$ cat src/hw/bsphio_regs.svh
`ifndef BSPHIO_REGS_SVH
`define BSPHIO_REGS_SVH
// ****************************************
// constants
// ****************************************
`define BSPHIO_DATA_W 8
`define BSPHIO_IDX_W 4
`define BSPHIO_PAGE_DEPTH 16
`define BSPHIO_ACC_RST 8'h00
`define BSPHIO_PAGE_RST 8'h00
`define BSPHIO_WDT_CLR 8'h00
`define BSPHIO_PRE_CLR 8'h00
`define BSPHIO_TO_RST 1'b1
`define BSPHIO_PD_RST 1'b1
`define BSPHIO_WDT_W 8
`define BSPHIO_PRE_W 8
`endif

$ cat src/hw/bsphio_pkg.sv
package bsphio_pkg;
   // ****************************************
   // types
   // ****************************************
   typedef enum logic [2:0] {
      BSPHIO_NOP,
      BSPHIO_SBC_IMM,
      BSPHIO_PAGE_RD,
      BSPHIO_PAGE_WR,
      BSPHIO_HALT
   } bsphio_op_type;

   typedef struct packed {
      logic valid;
      bsphio_op_type op;
      logic [7:0] imm;
      logic [3:0] idx;
   } bsphio_instr_type;

   typedef struct packed {
      logic zero;
      logic halfCarry;
      logic carry;
      logic timeoutN;
      logic powerdownN;
   } bsphio_flags_type;

   typedef enum logic {
      BSPHIO_RUN,
      BSPHIO_HALTED
   } bsphio_state_type;
endpackage

$ cat src/hw/bsphio_core.sv
`timescale 1ns/1ps
`include "bsphio_regs.svh"
module bsphio_core #(
   parameter int DATA_W = `BSPHIO_DATA_W,
   parameter int PAGE_DEPTH = `BSPHIO_PAGE_DEPTH
) (
   input wire logic clk,
   input wire logic reset_n,
   input bsphio_pkg::bsphio_instr_type instr,
   input wire logic wakeUp,
   input wire logic wdtTick,
   output logic instrReady,
   output logic [7:0] accumulator,
   output bsphio_pkg::bsphio_flags_type flags,
   output logic [7:0] watchdogCounter,
   output logic [7:0] watchdogPrescaler,
   output logic halted,
   output logic [7:0] pageView [PAGE_DEPTH]
);
   import bsphio_pkg::*;

   // ****************************************
   // state
   // ****************************************
   // data path, status and watchdog registers with their next values
   logic [7:0] acc_q, acc_d;
   bsphio_flags_type flags_q, flags_d;
   logic [7:0] page_q [PAGE_DEPTH];
   logic [7:0] wdt_q, wdt_d;
   logic [7:0] pre_q, pre_d;
   bsphio_state_type state_q, state_d;

   // ****************************************
   // decode
   // ****************************************
   // an instruction fires only while running; a halted core drops it rather than queueing it
   wire logic running = (state_q == BSPHIO_RUN);
   wire logic fire = instr.valid && running;
   wire logic doSbc = fire && (instr.op == BSPHIO_SBC_IMM);
   wire logic doRd = fire && (instr.op == BSPHIO_PAGE_RD);
   wire logic doWr = fire && (instr.op == BSPHIO_PAGE_WR);
   wire logic doHalt = fire && (instr.op == BSPHIO_HALT);

   // subtract as addition of the complement; bit 8 is the no-borrow carry
   wire logic [8:0] sbcSum = {1'b0, instr.imm} + {1'b0, ~acc_q} + {8'h00, flags_q.carry};
   // low nibble sum on its own; its bit 4 is the half carry
   wire logic [4:0] sbcLow = {1'b0, instr.imm[3:0]} + {1'b0, ~acc_q[3:0]} + {4'h0, flags_q.carry};

   // auxiliary page read port, selected by the 4-bit index
   wire logic [7:0] pageRdData = page_q[instr.idx];

   // accumulator and flag next values
   always_comb begin
      acc_d = acc_q;
      flags_d = flags_q;
      if (doSbc) begin
         acc_d = sbcSum[7:0];
         flags_d.carry = sbcSum[8];
         flags_d.halfCarry = sbcLow[4];
         flags_d.zero = (sbcSum[7:0] == 8'h00);
      end else if (doRd) begin
         acc_d = pageRdData;
      end else if (doHalt) begin
         flags_d.timeoutN = 1'b1;
         flags_d.powerdownN = 1'b0;
      end
   end

   // watchdog prescaler steps on each tick, counter steps as the prescaler wraps; halt clears both
   always_comb begin
      pre_d = pre_q + 8'h01;
      wdt_d = wdt_q;
      if (!wdtTick) begin
         pre_d = pre_q;
      end else if (pre_q == 8'hff) begin
         wdt_d = wdt_q + 8'h01;
      end
      // halt clear wins over a tick that lands in the same cycle
      if (doHalt) begin
         pre_d = `BSPHIO_PRE_CLR;
         wdt_d = `BSPHIO_WDT_CLR;
      end
   end

   // run/halt sequencing; wake-up returns to run
   always_comb begin
      case (state_q)
         BSPHIO_RUN: state_d = doHalt ? BSPHIO_HALTED : BSPHIO_RUN;
         BSPHIO_HALTED: state_d = wakeUp ? BSPHIO_RUN : BSPHIO_HALTED;
         default: state_d = BSPHIO_RUN;
      endcase
   end

   // state registers; the reset branch loads constants only
   always_ff @(posedge clk or negedge reset_n) begin
      if (!reset_n) begin
         acc_q <= `BSPHIO_ACC_RST;
         flags_q <= '{zero: 1'b0, halfCarry: 1'b0, carry: 1'b0,
                      timeoutN: `BSPHIO_TO_RST, powerdownN: `BSPHIO_PD_RST};
         wdt_q <= `BSPHIO_WDT_CLR;
         pre_q <= `BSPHIO_PRE_CLR;
         state_q <= BSPHIO_RUN;
      end else begin
         acc_q <= acc_d;
         flags_q <= flags_d;
         wdt_q <= wdt_d;
         pre_q <= pre_d;
         state_q <= state_d;
      end
   end

   // auxiliary page storage, one flip-flop byte per index
   always_ff @(posedge clk or negedge reset_n) begin
      if (!reset_n) begin
         for (int i = 0; i < PAGE_DEPTH; i++) page_q[i] <= `BSPHIO_PAGE_RST;
      end else if (doWr) begin
         page_q[instr.idx] <= acc_q;
      end
   end

   // ****************************************
   // outputs
   // ****************************************
   // data straight from flip-flops; ready is the only combinational handshake
   assign instrReady = running; // halted core takes no instruction
   assign accumulator = acc_q;
   assign flags = flags_q;
   assign watchdogCounter = wdt_q;
   assign watchdogPrescaler = pre_q;
   assign halted = (state_q == BSPHIO_HALTED);
   assign pageView = page_q;

   // ****************************************
   // checks
   // ****************************************
   // subtract result, checked as immediate minus accumulator minus the inverted carry
   sbc_result_a: assert property (@(posedge clk) disable iff (!reset_n)
      doSbc
      |=> accumulator == 8'($past(instr.imm) - $past(acc_q) - {7'h00, !$past(flags_q.carry)}))
      else $error("subtract result wrong");

   // half carry recovered from bit 4 of the result, independent of the nibble adder
   sbc_half_a: assert property (@(posedge clk) disable iff (!reset_n)
      doSbc
      |=> flags.halfCarry == (accumulator[4] ^ $past(instr.imm[4]) ^ !$past(acc_q[4])))
      else $error("half carry wrong");

   // subtract leaves the two power flags alone
   sbc_power_a: assert property (@(posedge clk) disable iff (!reset_n)
      doSbc
      |=> $stable({flags.timeoutN, flags.powerdownN}))
      else $error("subtract touched power flags");

   // no borrow when the immediate is larger, whatever the carry in
   sbc_carry_a: assert property (@(posedge clk) disable iff (!reset_n)
      doSbc && (instr.imm > acc_q)
      |=> flags.carry)
      else $error("carry not set without borrow");

   // a borrow when the immediate is smaller, whatever the carry in
   sbc_borrow_a: assert property (@(posedge clk) disable iff (!reset_n)
      doSbc && (instr.imm < acc_q)
      |=> !flags.carry)
      else $error("carry set despite borrow");

   // equal operands borrow exactly when the carry in is clear
   sbc_equal_a: assert property (@(posedge clk) disable iff (!reset_n)
      doSbc && (instr.imm == acc_q)
      |=> flags.carry == $past(flags.carry))
      else $error("carry wrong on equal operands");

   // zero flag follows the 8-bit result
   sbc_zero_a: assert property (@(posedge clk) disable iff (!reset_n)
      doSbc
      |=> flags.zero == (accumulator == 8'h00))
      else $error("zero flag mismatch");

   // page read loads the indexed byte and leaves the flags
   page_read_a: assert property (@(posedge clk) disable iff (!reset_n)
      doRd
      |=> accumulator == $past(pageView[instr.idx]) && $stable(flags))
      else $error("page read wrong");

   // page write stores the old accumulator and leaves accumulator and flags
   page_write_a: assert property (@(posedge clk) disable iff (!reset_n)
      doWr
      |=> pageView[$past(instr.idx)] == $past(accumulator) && $stable(accumulator) && $stable(flags))
      else $error("page write wrong");

   // halt clears the watchdog pair and stops the core
   halt_clear_a: assert property (@(posedge clk) disable iff (!reset_n)
      doHalt
      |=> watchdogCounter == 8'h00 && watchdogPrescaler == 8'h00 && halted)
      else $error("halt did not clear watchdog");

   // halt sets the timeout flag, clears the power-down flag, keeps the accumulator
   halt_flags_a: assert property (@(posedge clk) disable iff (!reset_n)
      doHalt
      |=> flags.timeoutN && !flags.powerdownN && $stable(accumulator))
      else $error("halt flags wrong");

   // halt leaves the arithmetic flags alone
   halt_others_a: assert property (@(posedge clk) disable iff (!reset_n)
      doHalt
      |=> $stable({flags.zero, flags.halfCarry, flags.carry}))
      else $error("halt touched other flags");

   // a halted core executes nothing until woken
   halt_hold_a: assert property (@(posedge clk) disable iff (!reset_n)
      halted && !wakeUp
      |=> halted && $stable(accumulator))
      else $error("halted core changed");

   // flags stand while halted, the wake-up cycle included
   halted_flags_a: assert property (@(posedge clk) disable iff (!reset_n)
      halted
      |=> $stable(flags))
      else $error("flags changed while halted");

   // a page write offered while halted is dropped
   halt_refuse_a: assert property (@(posedge clk) disable iff (!reset_n)
      halted && instr.valid && (instr.op == BSPHIO_PAGE_WR)
      |=> pageView[$past(instr.idx)] == $past(pageView[instr.idx]))
      else $error("page written while halted");
endmodule // bsphio_core

$ cat config.mk
export PLATFORM = sky130hd
export DESIGN_NAME = bsphio_core
export DESIGN_NICKNAME = d
export VERILOG_FILES = /design/src/hw/bsphio_pkg.sv /design/src/hw/bsphio_core.sv
export VERILOG_INCLUDE_DIRS = /design/src /design/src/hw
export SDC_FILE = /design/constraint.sdc
export NUM_CORES = 1
export LEC_CHECK = 0
export BUFFER_PORTS_ARGS = -buffer_cell sky130_fd_sc_hd__clkbuf_2
export CELL_PAD_IN_SITES_DETAIL_PLACEMENT = 0
export CELL_PAD_IN_SITES_GLOBAL_PLACEMENT = 2
export CORE_UTILIZATION = 32
export DETAILED_ROUTE_END_ITERATION = 12
export HOLD_SLACK_MARGIN = 0.15
export PLACE_DENSITY = 0.75
export SKIP_LAST_GASP = 1
export SLEW_MARGIN = 25
export SYNTH_ARGS = -nofsm -noshare
export SYNTH_HDL_FRONTEND = slang
export SYNTH_SLANG_ARGS = --single-unit
$ cat constraint.sdc
create_clock -name clk -period 2.2 [get_ports clk]
set_input_delay 0.44 -clock clk [delete_from_list [all_inputs] [get_ports clk]]
set_output_delay 0.44 -clock clk [all_outputs]
set_load 0.1 [all_outputs]
==> results.md, run 1 <==
- The flow ran to the end, but the final reports show violations.
- The final reports fail on setup timing.
- TritonCTS built the clock tree.
- In the routed design, unresolved DRC markers number 0.
- Between clock sinks in the finished design, the worst skew comes to 0.0175 ns.
- Fill cells in the final layout number 2174.
- After layout, the worst setup slack is -0.170 ns.
- The sum of buffers and inverters on the critical path is 2.
- The detailed router placed 5690 vias in this run.
- The net count after synthesis is 607.
- The max-cap check violation count is 0.
- The initial utilization of the core area, before any placement, comes to 0.330.
- The beginning of the worst hold path is wakeUp.
- Global routing finished with a remaining overflow of 0.
- For this run, global-route usage on met1 was measured as 0.283.
- The core region is 22800 um2.
- The arrival time at the worst endpoint is 2.70 ns.
- The time the final worst path needs with I/O delays and setup is 2.37 ns.
- In the finished design, the share of the clock period the worst path needs comes to 1.08.
- The level count of the clock H-tree is 4.
- The horizontal die dimension is 155 um.
- Leaving out fill and tap cells, the most frequent cells in the layout are sky130_fd_sc_hd__clkbuf_2, sky130_fd_sc_hd__dfrtp_1, sky130_fd_sc_hd__mux2_2, sky130_fd_sc_hd__buf_4, sky130_fd_sc_hd__nand2_1.
- Hold timing on the final database bottoms out at a slack of 0.180 ns.
- Of the post-synthesis cell area, the dominant cell type holds 0.518.
- The die covers 24200 um2.
- The insertion delay to the later sink of the worst-skew pair is 0.44 ns.
- The gate count of the mapped netlist is 576.
- Timing analysis after detailed placement gives a worst setup slack of -0.370 ns.
- The number of global-route vias before repair is 5879.
- In the final routed layout, each cell accounts on average for 21.2 um.
- Setup violations remaining at the end of the flow were counted as 3.
- After detailed routing, the number of vias per cell comes to 5.04.
- The category of the worst setup path launch point is a flip-flop.
- The headroom to the max-slew limit is 0.571.
- The number of diodes is 0.
- The analysis attributes to cell leakage a power of 4.89 nW.
- The wire length of the first global-routing pass is 36.7 mm.
- The worst stage delay on the critical path is 0.50 ns.
- The post-synthesis average cell area is 13.1 um2.
- Synthesis inferred 157 register bits.
- The aggregate global-route resource usage is 0.206.
- The met2 demand-to-capacity share in global routing is 0.329.
- The synthesis-to-finish area growth is 32.6%.
- The wire-length estimate of the detail-placed layout is 18.0 mm.
- Among all flip-flop cells after synthesis, the most frequent one is sky130_fd_sc_hd__dfrtp_1.
- Clock tree synthesis found a total of 157 sinks.
- The net count of the finished layout is 833.
- In this run, CTS created clock tree buffers numbering 17.
- In this design, the critical path's most frequently occurring cell is sky130_fd_sc_hd__fa_2.
- Across the VDD grid, the largest voltage drop is 0.481 mV.
- The most frequent standard cell in the layout excluding fill and tap cells is sky130_fd_sc_hd__clkbuf_2.
- For this run, the top clock speed supported by timing is 422 MHz.
- The slowest library cell on the worst path is sky130_fd_sc_hd__or4b_1.
- The signal on the critical path passes through inv_4 > fa_2 > inv_2 > fa_2 > nand2b_4 > a21oi_4 > xnor2_2 > or4b_1 > o41ai_2.
- The biggest area contributor in the post-synthesis netlist is sky130_fd_sc_hd__dfrtp_1.
- The routed wire length is 23.9 mm.
- The layer flagged by global routing as most heavily used is met2.
- The master cell of the clock root buffer is sky130_fd_sc_hd__clkbuf_16.
- The number of placement rows is 55.
- Grouping stages by cell kind, the critical path spends the most delay in simple AND/OR/NAND/NOR gates.
- The endpoint required time on the critical path is 2.53 ns.
- In this run the worst setup path begins at accumulator[0].
- In this run the power density over the cells is 1170 nW/um2.
- 179 I/O pins were placed.
- Counting distinct cell types in the post-synthesis netlist gives 50.
- The async set or reset register ratio after synthesis is 1.00.
- For this run, global-route usage on met3 was measured as 0.0379.
- Setup repair after global routing could not meet its margin everywhere.
- The count of endpoints failing hold in the final timing report is 0.
- The final count of pins violating max slew is 0.
- The startpoint identified for the worst register-to-register timing path is accumulator[0].
- The placer congestion estimate is 0.871.
- The maximum fanout along the worst path is 2.
- The maximum buffer depth of the clock tree is 2.
- At the pin with the least slew margin, the transition time is 0.643 ns.
- The type of the worst setup path is reg2reg.
- The number of antenna violations at the first check in global routing is 0.
- The number of nets with antenna violations after detailed routing is 0.
- The register clock-pin slew on the reported worst setup and hold paths is 0.07 ns.
- STA classifies the critical path endpoint as a flip-flop.
- The synthesized area is 7530 um2.
- The floorplan step set the die height to 155 um.
- In the post-synthesis netlist, the biggest area contributors are sky130_fd_sc_hd__dfrtp_1, sky130_fd_sc_hd__mux2_2, sky130_fd_sc_hd__mux4_2.
- The worst hold path belongs to the class in2reg.
- The sequential element share of the synthesized area is 0.522.
- The fraction of layout cells with a size suffix above 1 is 0.566.
- During synthesis, Yosys emitted a total of 0 warnings.
- The violation count after the first detailed-route iteration is 255.
- Entering global routing, the biggest net connects 50 pins.
- The number of buffer cells added on primary ports is 177.
- The synthesized design contains 0 enable-type register cells.
- The detailed-routing iteration count for the pre-antenna-repair pass is 5.
==> layer usage <==
layer | up-vias | wire, um
li1 | 2536 | -
met1 | 2954 | 10900
met2 | 173 | 11500
met3 | 27 | 1080
met4 | 0 | 410
met5 | - | 0
==> where the power goes <==
part           leakage (nW)  total [mW]  internal, mW  switching, mW
Clock                 0.303        3.06          1.65           1.41
Sequential             2.10        3.61          3.27          0.334
Combinational          2.49        5.05          1.14           3.91
Total                  4.89        11.7          6.06           5.66
==> synthesized netlist by cell type (5+ instances only) <==
library cell                 n
sky130_fd_sc_hd__dfrtp_1   156
sky130_fd_sc_hd__mux2_2     98
sky130_fd_sc_hd__nand2_1    53
sky130_fd_sc_hd__o21ai_0    37
sky130_fd_sc_hd__mux4_2     33
sky130_fd_sc_hd__nor2_1     25
sky130_fd_sc_hd__clkbuf_1   23
sky130_fd_sc_hd__inv_1      15
sky130_fd_sc_hd__xor2_1     11
sky130_fd_sc_hd__ha_1        9
sky130_fd_sc_hd__a211oi_1    8
sky130_fd_sc_hd__or3_1       8
sky130_fd_sc_hd__a21oi_1     7
sky130_fd_sc_hd__mux2i_1     7
sky130_fd_sc_hd__xnor2_1     7
sky130_fd_sc_hd__nand4_1     6
sky130_fd_sc_hd__nor3_2      6
sky130_fd_sc_hd__nor2_2      5
sky130_fd_sc_hd__nor2b_1     5
==> through the flow <==
| stage | area [um2] | setup TNS [ns] | power (mW) | utilization | cells |
|---|---|---|---|---|---|
| after floorplan | 7610 | -0.436 | 7.34 | - | 576 |
| after global placement | 9300 | -1.32 | 8.53 | 0.407 | 1093 |
| after detailed placement | 9300 | -2.05 | 8.60 | 0.407 | 1093 |
| after CTS | 9980 | -0.348 | 11.8 | 0.437 | 1128 |
| after global routing | 9990 | -0.831 | 12.2 | 0.437 | 1128 |
| final | 9990 | -0.378 | 11.7 | 0.437 | 1128 |
==> worst paths after layout <==
check / slack (ns) / endpoint / cells past startpoint
setup / recovery: -0.17 / flags[4] / 9
hold / removal: 0.18 / halted / 2
setup reg to reg: -0.17 / flags[4] / 9
hold reg to reg: 0.48 / flags[0] / 1
max in group asynchronous: 1.01 / flags[0] / 3
min in group asynchronous: 0.51 / pageView[32] / 2
==> logic make-up after synthesis <==
kind of cell	Yosys count	share of synthesized area
DFF	157	0.522
muxes	140	0.261
and+or+nand+nor	132	0.0925
AOI/OAI and AO/OA	67	0.0528
buffers and inverters	50	0.0301
xor gates and xnor gates	18	0.0209
adders and majority gates	11	0.0203
other	1	0.000498
==> state kept, by name, summed over array words and instances, names as in the netlist <==
register	count
accumulator	8
flags	4
halted	1
pageView	128
watchdogCounter	8
watchdogPrescaler	8
==> area by class of cell <==
class	count	area (um2)	area share
clock inverter	15	200	0.0200
clock buffer	17	425	0.0426
sequential	157	3980	0.398
timing repair buffer	242	1500	0.150
tap	313	392	0.0392
inverter	15	62.6	0.00626
multi-input combinational	369	3440	0.344
==> timing repair <==
| item | CTS | global route |
|---|---|---|
| endpoints found under the setup margin | 4 | 6 |
| endpoints found under the hold margin | 45 | 0 |
| pin swaps | 3 | 2 |
| hold buffers | 1 | 0 |
| buffers inserted | 2 | 0 |
| resized for setup | 6 | 1 |
Power figures use the tool's default switching activity.
==> inputs of run 2 (changes only) <==
--- a/config.mk
+++ b/config.mk
@@ -7,12 +7,12 @@
 export NUM_CORES = 1
 export LEC_CHECK = 0
 export BUFFER_PORTS_ARGS = -buffer_cell sky130_fd_sc_hd__clkbuf_2
-export CELL_PAD_IN_SITES_DETAIL_PLACEMENT = 0
-export CELL_PAD_IN_SITES_GLOBAL_PLACEMENT = 2
-export CORE_UTILIZATION = 32
+export CELL_PAD_IN_SITES_DETAIL_PLACEMENT = 1
+export CELL_PAD_IN_SITES_GLOBAL_PLACEMENT = 1
+export CORE_UTILIZATION = 39
 export DETAILED_ROUTE_END_ITERATION = 12
 export HOLD_SLACK_MARGIN = 0.15
-export PLACE_DENSITY = 0.75
+export PLACE_DENSITY = 0.76
 export SKIP_LAST_GASP = 1
 export SLEW_MARGIN = 25
 export SYNTH_ARGS = -nofsm -noshare
==> results.md, run 2 (synthesis results as in run 1) <==
- The power density over the cells is 1210 nW/um2 (was 1170 nW/um2).
- The vertical die dimension is 141 um (was 155 um).
- The upper clock frequency limit is 415 MHz (was 422 MHz).
- The routed wire length came to 25.3 mm (was 23.9 mm).
- The routed wirelength normalized by instance count is 23.5 um (was 21.2 um).
- The number of diodes is 0 (unchanged).
- The remaining design rule violation count came to 0 (unchanged).
- The class of the worst hold path is in2reg (unchanged).
- The startpoint of the most critical register-to-register path is accumulator[0] (unchanged).
- The clock tree from TritonCTS is done (unchanged).
- The switching power is 5.73 mW (was 5.66 mW).
- The hold-critical path depth was 2 (unchanged).
- The maximum buffer depth of the clock tree is 2 (unchanged).
- The count of filler cells inserted in the layout is 1980 (was 2174).
- The number of cells traversed by the worst register-to-register path is 10 (was 9).
- The number of global-route vias before repair was 6356 (was 5879).
- The pin count of the biggest net entering global routing is 53 (was 50).
- The headroom to the max-slew limit is 0.538 (was 0.571).
- Violations in the final reports: setup timing (unchanged).
- Outcome: complete, but fails checks (unchanged).
- The final-stage net count is 833 (unchanged).
- The category of the worst setup path launch point is a flip-flop (unchanged).
- The maximum fanout along the worst path is 2 (unchanged).
- The endpoint required time on the critical path is 2.54 ns (was 2.53 ns).
- The detailed placement HPWL is 18.3 mm (was 18.0 mm).
- The switching part of the total is 0.476 (was 0.483).
- The overall overflow remaining after global route was 0 (unchanged).
- The cell-internal power is 6.30 mW (was 6.06 mW).
- The capture endpoint of the worst hold path is halted (unchanged).
- The level count of the clock H-tree is 4 (unchanged).
- The area of the core is 18800 um2 (was 22800 um2).
- The leakage power is 4.90 nW (was 4.89 nW).
- The sequential power share is 0.301 (was 0.308).
- The final cell count without fillers came to 1075 (was 1128).
- The count of endpoints failing hold in the final timing report is 0 (unchanged).
- The number of nets with antenna violations after detailed routing was 0 (unchanged).
- The peak supply drop is 0.605 mV (was 0.481 mV).
- The number of placed instances, taps included is 1038 (was 1093).
- The arrival time at the worst endpoint is 2.75 ns (was 2.70 ns).
- The detailed-routing iteration count for the pre-antenna-repair pass is 4 (was 5).
- The total design power is 12.0 mW (was 11.7 mW).
- The number of buffer cells added on primary ports is 177 (unchanged).
- Most frequent cells in the layout: sky130_fd_sc_hd__clkbuf_2, sky130_fd_sc_hd__dfrtp_1, sky130_fd_sc_hd__mux2_2, sky130_fd_sc_hd__buf_4, sky130_fd_sc_hd__nand2_1 (unchanged).
- The via-per-instance ratio is 5.54 (was 5.04).
- The critical path's most frequent cell is sky130_fd_sc_hd__fa_2 (unchanged).
- The number of flip-flops in the largest register is 128 (unchanged).
- The final number of setup-violating endpoints is 4 (was 3).
- The number of I/O pins was 179 (unchanged).
- The horizontal die dimension is 141 um (was 155 um).
- The time the final worst path needs with I/O delays and setup is 2.41 ns (was 2.37 ns).
- Cells traversed along the worst timing path: inv_4 > fa_2 > inv_2 > fa_2 > nand2b_4 > buf_4 > a211oi_4 > o31a_1 > nor2_1 > o41ai_2 (was inv_4 > fa_2 > inv_2 > fa_2 > nand2b_4 > a21oi_4 > xnor2_2 > or4b_1 > o41ai_2).
- The aggregate global-route resource usage is 0.267 (was 0.206).
- The fraction of layout cells with a size suffix above 1 is 0.574 (was 0.566).
- The beginning of the worst hold path is wakeUp (unchanged).
- The master cell of the clock root buffer was sky130_fd_sc_hd__clkbuf_16 (unchanged).
- RSZ-0062 raised after global routing: true (unchanged).
- The slack of the worst reg-to-reg path was -0.21 ns (was -0.17 ns).
- The final critical-path share of the clock period is 1.10 (was 1.08).
- The max-cap check violation count is 0 (unchanged).
- The setup total negative slack is -0.575 ns (was -0.378 ns).
- The element type at the critical path end is a flip-flop (unchanged).
- The worst clock skew on the final layout came to 0.00574 ns (was 0.0175 ns).
- The transition at the pin with the smallest max-transition slack is 0.692 ns (was 0.643 ns).
- The initial core utilization is 0.400 (was 0.330).
- The wire length of the first global-routing pass is 39.0 mm (was 36.7 mm).
- The clock share of power is 0.264 (was 0.261).
- The type of the worst setup path is reg2reg (unchanged).
- The worst stage delay on the critical path is 0.49 ns (was 0.50 ns).
- The violation count after the first detailed-route iteration was 406 (was 255).
- The die area is 19900 um2 (was 24200 um2).
- The endpoint of the most critical register-to-register path is flags[4] (unchanged).
- The slowest library cell on the worst path is sky130_fd_sc_hd__dfrtp_4 (was sky130_fd_sc_hd__or4b_1).
- The number of antenna violations at the first check in global routing came to 1 (was 0).
- The hold slack is 0.192 ns (was 0.180 ns).
- The combinational fraction of design power is 0.435 (was 0.431).
- The final count of pins violating max slew is 0 (unchanged).
- The placer congestion estimate is 0.901 (was 0.871).
- The synthesis-to-finish area growth is 32.1% (was 32.6%).
- The most frequent standard cell in the layout excluding fill and tap cells is sky130_fd_sc_hd__clkbuf_2 (unchanged).
- The TritonCTS sink count is 157 (unchanged).
- The insertion delay to the later sink of the worst-skew pair is 0.44 ns (about the same).
- The number of placement rows is 50 (was 55).
- The clock buffer count from CTS is 17 (unchanged).
- The total vias in the final route is 5953 (was 5690).
- The register clock-pin slew on the reported worst setup and hold paths is 0.07 ns (about the same).
- The setup slack after layout is -0.212 ns (was -0.170 ns).
-- run 2: power groups by stage --
stage	Combinational (mW)	Sequential [mW]	Clock, mW
2_1_floorplan	1.15	6.18	0
3_3_place_gp	4.83	3.64	0
3_5_place_dp	4.96	3.67	0
4_1_cts	5.07	3.62	3.22
5_1_grt	5.43	3.68	3.33
6_report	5.24	3.63	3.18
-- run 2: worst max path at each step --
stage,from,end,slack [ns],cells after the start
after global placement,instr[4],flags[4],-0.26,9
after CTS,accumulator[0],flags[4],-0.16,9
after floorplan,accumulator[0],flags[4],-0.31,9
final,accumulator[0],flags[4],-0.21,10
after detailed placement,instr[4],flags[4],-0.36,9
after global routing,accumulator[0],flags[4],-0.32,10
-- run 2: per-stage QoR --
step	instance area, um2	setup WS (ns)	util
after floorplan	7610	-0.312	-
after global placement	9200	-0.256	0.488
after detailed placement	9200	-0.365	0.488
after CTS	9880	-0.161	0.525
after global routing	9960	-0.315	0.529
final	9960	-0.212	0.529
-- run 2: critical path: cells and delay by family (launching register included) --
family	cells	cell delay (ns)
AO/OA/AOI/OAI	3	0.79
adder cells (fa/ha/maj)	2	0.54
flip-flops	1	0.49
buffers and inverters	3	0.25
AND/OR/NAND/NOR	2	0.24
-- run 2: layout make-up --
class	instances	area (um2)	area share
inverter	15	62.6	0.00628
multi-input combinational	369	3490	0.351
sequential	157	3980	0.400
clock inverter	15	200	0.0201
timing repair buffer	242	1470	0.148
clock buffer	17	425	0.0427
tap	260	325	0.0327
-- run 2: layer usage --
layer / global-route usage / vias to the layer above / wire length [um]
met3: 0.0540 / 54 / 1390
met2: 0.435 / 214 / 12600
li1: - / 2540 / -
met5: 0 / - / 13
met1: 0.349 / 3143 / 10400
met4: 0.110 / 2 / 817
-- run 2: repair_timing --
item / 4_1_cts / 5_1_grt
pin swaps: 5 / 10
gates resized for setup: 8 / 9
endpoints found under the setup margin: 13 / 29
setup buffers: 1 / 3
hold endpoints to repair: 43 / 0
hold buffers: 1 / 0
==> inputs of run 3 (changes only) <==
--- a/config.mk
+++ b/config.mk
@@ -6,13 +6,14 @@
 export SDC_FILE = /design/constraint.sdc
 export NUM_CORES = 1
 export LEC_CHECK = 0
-export BUFFER_PORTS_ARGS = -buffer_cell sky130_fd_sc_hd__clkbuf_2
 export CELL_PAD_IN_SITES_DETAIL_PLACEMENT = 1
 export CELL_PAD_IN_SITES_GLOBAL_PLACEMENT = 1
-export CORE_UTILIZATION = 39
+export CORE_UTILIZATION = 46
+export CTS_CLUSTER_DIAMETER = 120
 export DETAILED_ROUTE_END_ITERATION = 12
+export DONT_BUFFER_PORTS = 1
 export HOLD_SLACK_MARGIN = 0.15
-export PLACE_DENSITY = 0.76
+export PLACE_DENSITY = 0.75
 export SKIP_LAST_GASP = 1
 export SLEW_MARGIN = 25
 export SYNTH_ARGS = -nofsm -noshare
==> results.md, run 3 (synthesis results as in run 1) <==
- Outcome: complete, but fails checks (unchanged).
- Violations in the final reports: hold timing, setup timing (was setup timing).
- The met2 wire length was 13.5 mm (was 12.6 mm).
- The leakage power is 4.81 nW (was 4.90 nW).
- The clock share of power came to 0.249 (was 0.264).
- The count of filler cells inserted in the layout is 1615 (was 1980).
- The switching power came to 5.62 mW (was 5.73 mW).
- The top layer used by detailed routing is met4 (was met5).
- The detailed route wirelength on metal3 is 1.83 mm (was 1.39 mm).
- The clock buffer count from CTS is 17 (unchanged).
- The endpoint required time on the critical path is 2.51 ns (was 2.54 ns).
- The placer congestion estimate was 0.868 (was 0.901).
- The overall overflow remaining after global route is 0 (unchanged).
- The violation count after the first detailed-route iteration is 372 (was 406).
- The area of the core is 15900 um2 (was 18800 um2).
- The final critical-path share of the clock period is 1.21 (was 1.10).
- Most frequent cells in the layout: sky130_fd_sc_hd__buf_4, sky130_fd_sc_hd__dfrtp_1, sky130_fd_sc_hd__mux2_2, sky130_fd_sc_hd__nand2_1, sky130_fd_sc_hd__o21ai_0 (was sky130_fd_sc_hd__clkbuf_2, sky130_fd_sc_hd__dfrtp_1, sky130_fd_sc_hd__mux2_2, sky130_fd_sc_hd__buf_4, sky130_fd_sc_hd__nand2_1).
- The pin count of the biggest net entering global routing is 158 (was 53).
- The category of the worst setup path launch point is a flip-flop (unchanged).
- The peak supply drop is 0.814 mV (was 0.605 mV).
- The routed wirelength normalized by instance count is 26.9 um (was 23.5 um).
- The horizontal die dimension came to 130 um (was 141 um).
- The maximum fanout along the worst path was 2 (unchanged).
- The count of endpoints failing hold in the final timing report is 156 (was 0).
- The cell-internal power is 6.35 mW (was 6.30 mW).
- The die area is 16900 um2 (was 19900 um2).
- The combinational fraction of design power is 0.458 (was 0.435).
- The headroom to the max-slew limit is 0.559 (was 0.538).
- The setup total negative slack came to -1.15 ns (was -0.575 ns).
- The transition at the pin with the smallest max-transition slack is 0.657 ns (was 0.692 ns).
- The endpoint of the most critical register-to-register path is flags[4] (unchanged).
- The sequential cell area was 3980 um2 (unchanged).
- The number of global-route vias before repair is 6526 (was 6356).
- The total vias in the final route is 5935 (was 5953).
- The total area of multi-input combinational cells was 3500 um2 (was 3490 um2).
- The most frequent standard cell in the layout excluding fill and tap cells is sky130_fd_sc_hd__buf_4 (was sky130_fd_sc_hd__clkbuf_2).
- The power density over the cells came to 1200 nW/um2 (was 1210 nW/um2).
- The aggregate global-route resource usage is 0.324 (was 0.267).
- The synthesis-to-finish area growth is 32.2% (was 32.1%).
- The switching part of the total is 0.469 (was 0.476).
- The wire length of the first global-routing pass was 39.2 mm (was 39.0 mm).
- The setup slack after layout is -0.457 ns (was -0.212 ns).
- The level count of the clock H-tree is 4 (unchanged).
- The routed wire length is 26.7 mm (was 25.3 mm).
- RSZ-0062 raised after global routing: true (unchanged).
- The number of diodes is 0 (unchanged).
- The remaining design rule violation count is 0 (unchanged).
- The fraction of layout cells with a size suffix above 1 is 0.551 (was 0.574).
- The worst clock skew on the final layout is 0.0120 ns (was 0.00574 ns).
- The number of nets with antenna violations after detailed routing was 0 (unchanged).
- The maximum buffer depth of the clock tree is 2 (unchanged).
- The number of flip-flops in the largest register came to 128 (unchanged).
- The register clock-pin slew on the reported worst setup and hold paths was 0.07 ns (about the same).
- The clock tree from TritonCTS is done (unchanged).
- The startpoint of the most critical register-to-register path is accumulator[0] (unchanged).
- The final-stage net count is 795 (was 833).
- The fraction of the core area covered by cells at the end of the flow is 0.625 (was 0.529).
- The initial core utilization is 0.473 (was 0.400).
- The detailed placement HPWL is 17.7 mm (was 18.3 mm).
- The number of I/O pins is 179 (unchanged).
- The number of placement rows is 46 (was 50).
- The number of cells traversed by the worst register-to-register path was 9 (was 10).
- The arrival time at the worst endpoint is 2.96 ns (was 2.75 ns).
- The insertion delay to the later sink of the worst-skew pair is 0.44 ns (about the same).
- The sequential power share came to 0.293 (was 0.301).
- The master cell of the clock root buffer was sky130_fd_sc_hd__clkbuf_16 (unchanged).
- The final number of setup-violating endpoints is 6 (was 4).
- The class of the worst hold path is in2async (was in2reg).
- The max-cap check violation count is 0 (unchanged).
- The slack of the worst reg-to-reg path is -0.46 ns (was -0.21 ns).
- The upper clock frequency limit is 376 MHz (was 415 MHz).
- The element type at the critical path end is a flip-flop (unchanged).
- The time the final worst path needs with I/O delays and setup was 2.66 ns (was 2.41 ns).
- The wire length on met1 is 10.1 mm (was 10.4 mm).
- The hold slack is -0.300 ns (was 0.192 ns).
- The first element of the critical path is accumulator[0] (unchanged).
- The detailed-routing iteration count for the pre-antenna-repair pass is 4 (unchanged).
- The vertical die dimension is 130 um (was 141 um).
- The post-placement setup slack is -0.406 ns (was -0.365 ns).
- The type of the worst setup path is reg2reg (unchanged).
- The TritonCTS sink count came to 157 (unchanged).
- The post-cts hold buffer count is 1 (unchanged).
- The final count of pins violating max slew is 0 (unchanged).
- The via-per-instance ratio is 5.98 (was 5.54).
- The number of antenna violations at the first check in global routing is 0 (was 1).
- The number of buffer cells added on primary ports is 0 (was 177).
## run 3: how the worst max path moves through the flow
stage	to	slack (ns)	depth (start not counted)
floorplan	flags[4]	-0.31	9
global placement	flags[4]	-0.19	9
detailed placement	flags[4]	-0.41	9
CTS	flags[4]	-0.19	9
global route	flags[4]	-0.44	9
finish	flags[4]	-0.46	9
## run 3: repair_timing
| item | in CTS | in global routing |
|---|---|---|
| setup endpoints to repair | 9 | 15 |
| resized for setup | 9 | 11 |
| pin swaps | 4 | 12 |
| buffers inserted | 2 | 7 |
| endpoints found under the hold margin | 158 | 157 |
## run 3: layout make-up
type,count,area share
multi-input combinational,369,0.352
clock buffer,22,0.0466
tap,216,0.0271
timing repair buffer,204,0.157
clock inverter,10,0.0117
sequential,157,0.399
inverter,15,0.00628
## run 3: routing by layer
| metal | vias up | GRT usage |
|---|---|---|
| met3 | 71 | 0.0812 |
| met2 | 270 | 0.546 |
| met1 | 3139 | 0.378 |
| met4 | 0 | 0.185 |
| li1 | 2455 | - |
| met5 | - | 0 |
## run 3: power groups by stage
stage | combinational (mW) | sequential (mW) | clock, mW
finish | 5.48 | 3.51 | 2.98
global route | 5.63 | 3.55 | 3.09
CTS | 5.22 | 3.50 | 3.00
detailed placement | 5.06 | 3.54 | 0
global placement | 4.89 | 3.50 | 0
floorplan | 1.15 | 6.18 | 0
## run 3: metrics by stage
stage | power (mW) | std cells | hold slack (ns) | area [um2]
after detailed placement | 8.60 | 952 | 0.151 | 9200
after floorplan | 7.34 | 576 | 0.144 | 7610
after global routing | 12.3 | 993 | -0.311 | 9960
after global placement | 8.38 | 952 | 0.152 | 9200
after CTS | 11.7 | 987 | -0.319 | 9850
final | 12.0 | 993 | -0.300 | 9960
## run 3: worst max-delay path: stages (launching register included)
cell                       delay (ns)
sky130_fd_sc_hd__dfrtp_4         0.50
sky130_fd_sc_hd__inv_4           0.07
sky130_fd_sc_hd__fa_2            0.21
sky130_fd_sc_hd__inv_2           0.04
sky130_fd_sc_hd__fa_2            0.34
sky130_fd_sc_hd__nand2b_4        0.17
sky130_fd_sc_hd__a21oi_4         0.20
sky130_fd_sc_hd__xnor2_2         0.10
sky130_fd_sc_hd__or4b_1          0.55
sky130_fd_sc_hd__o41ai_2         0.33
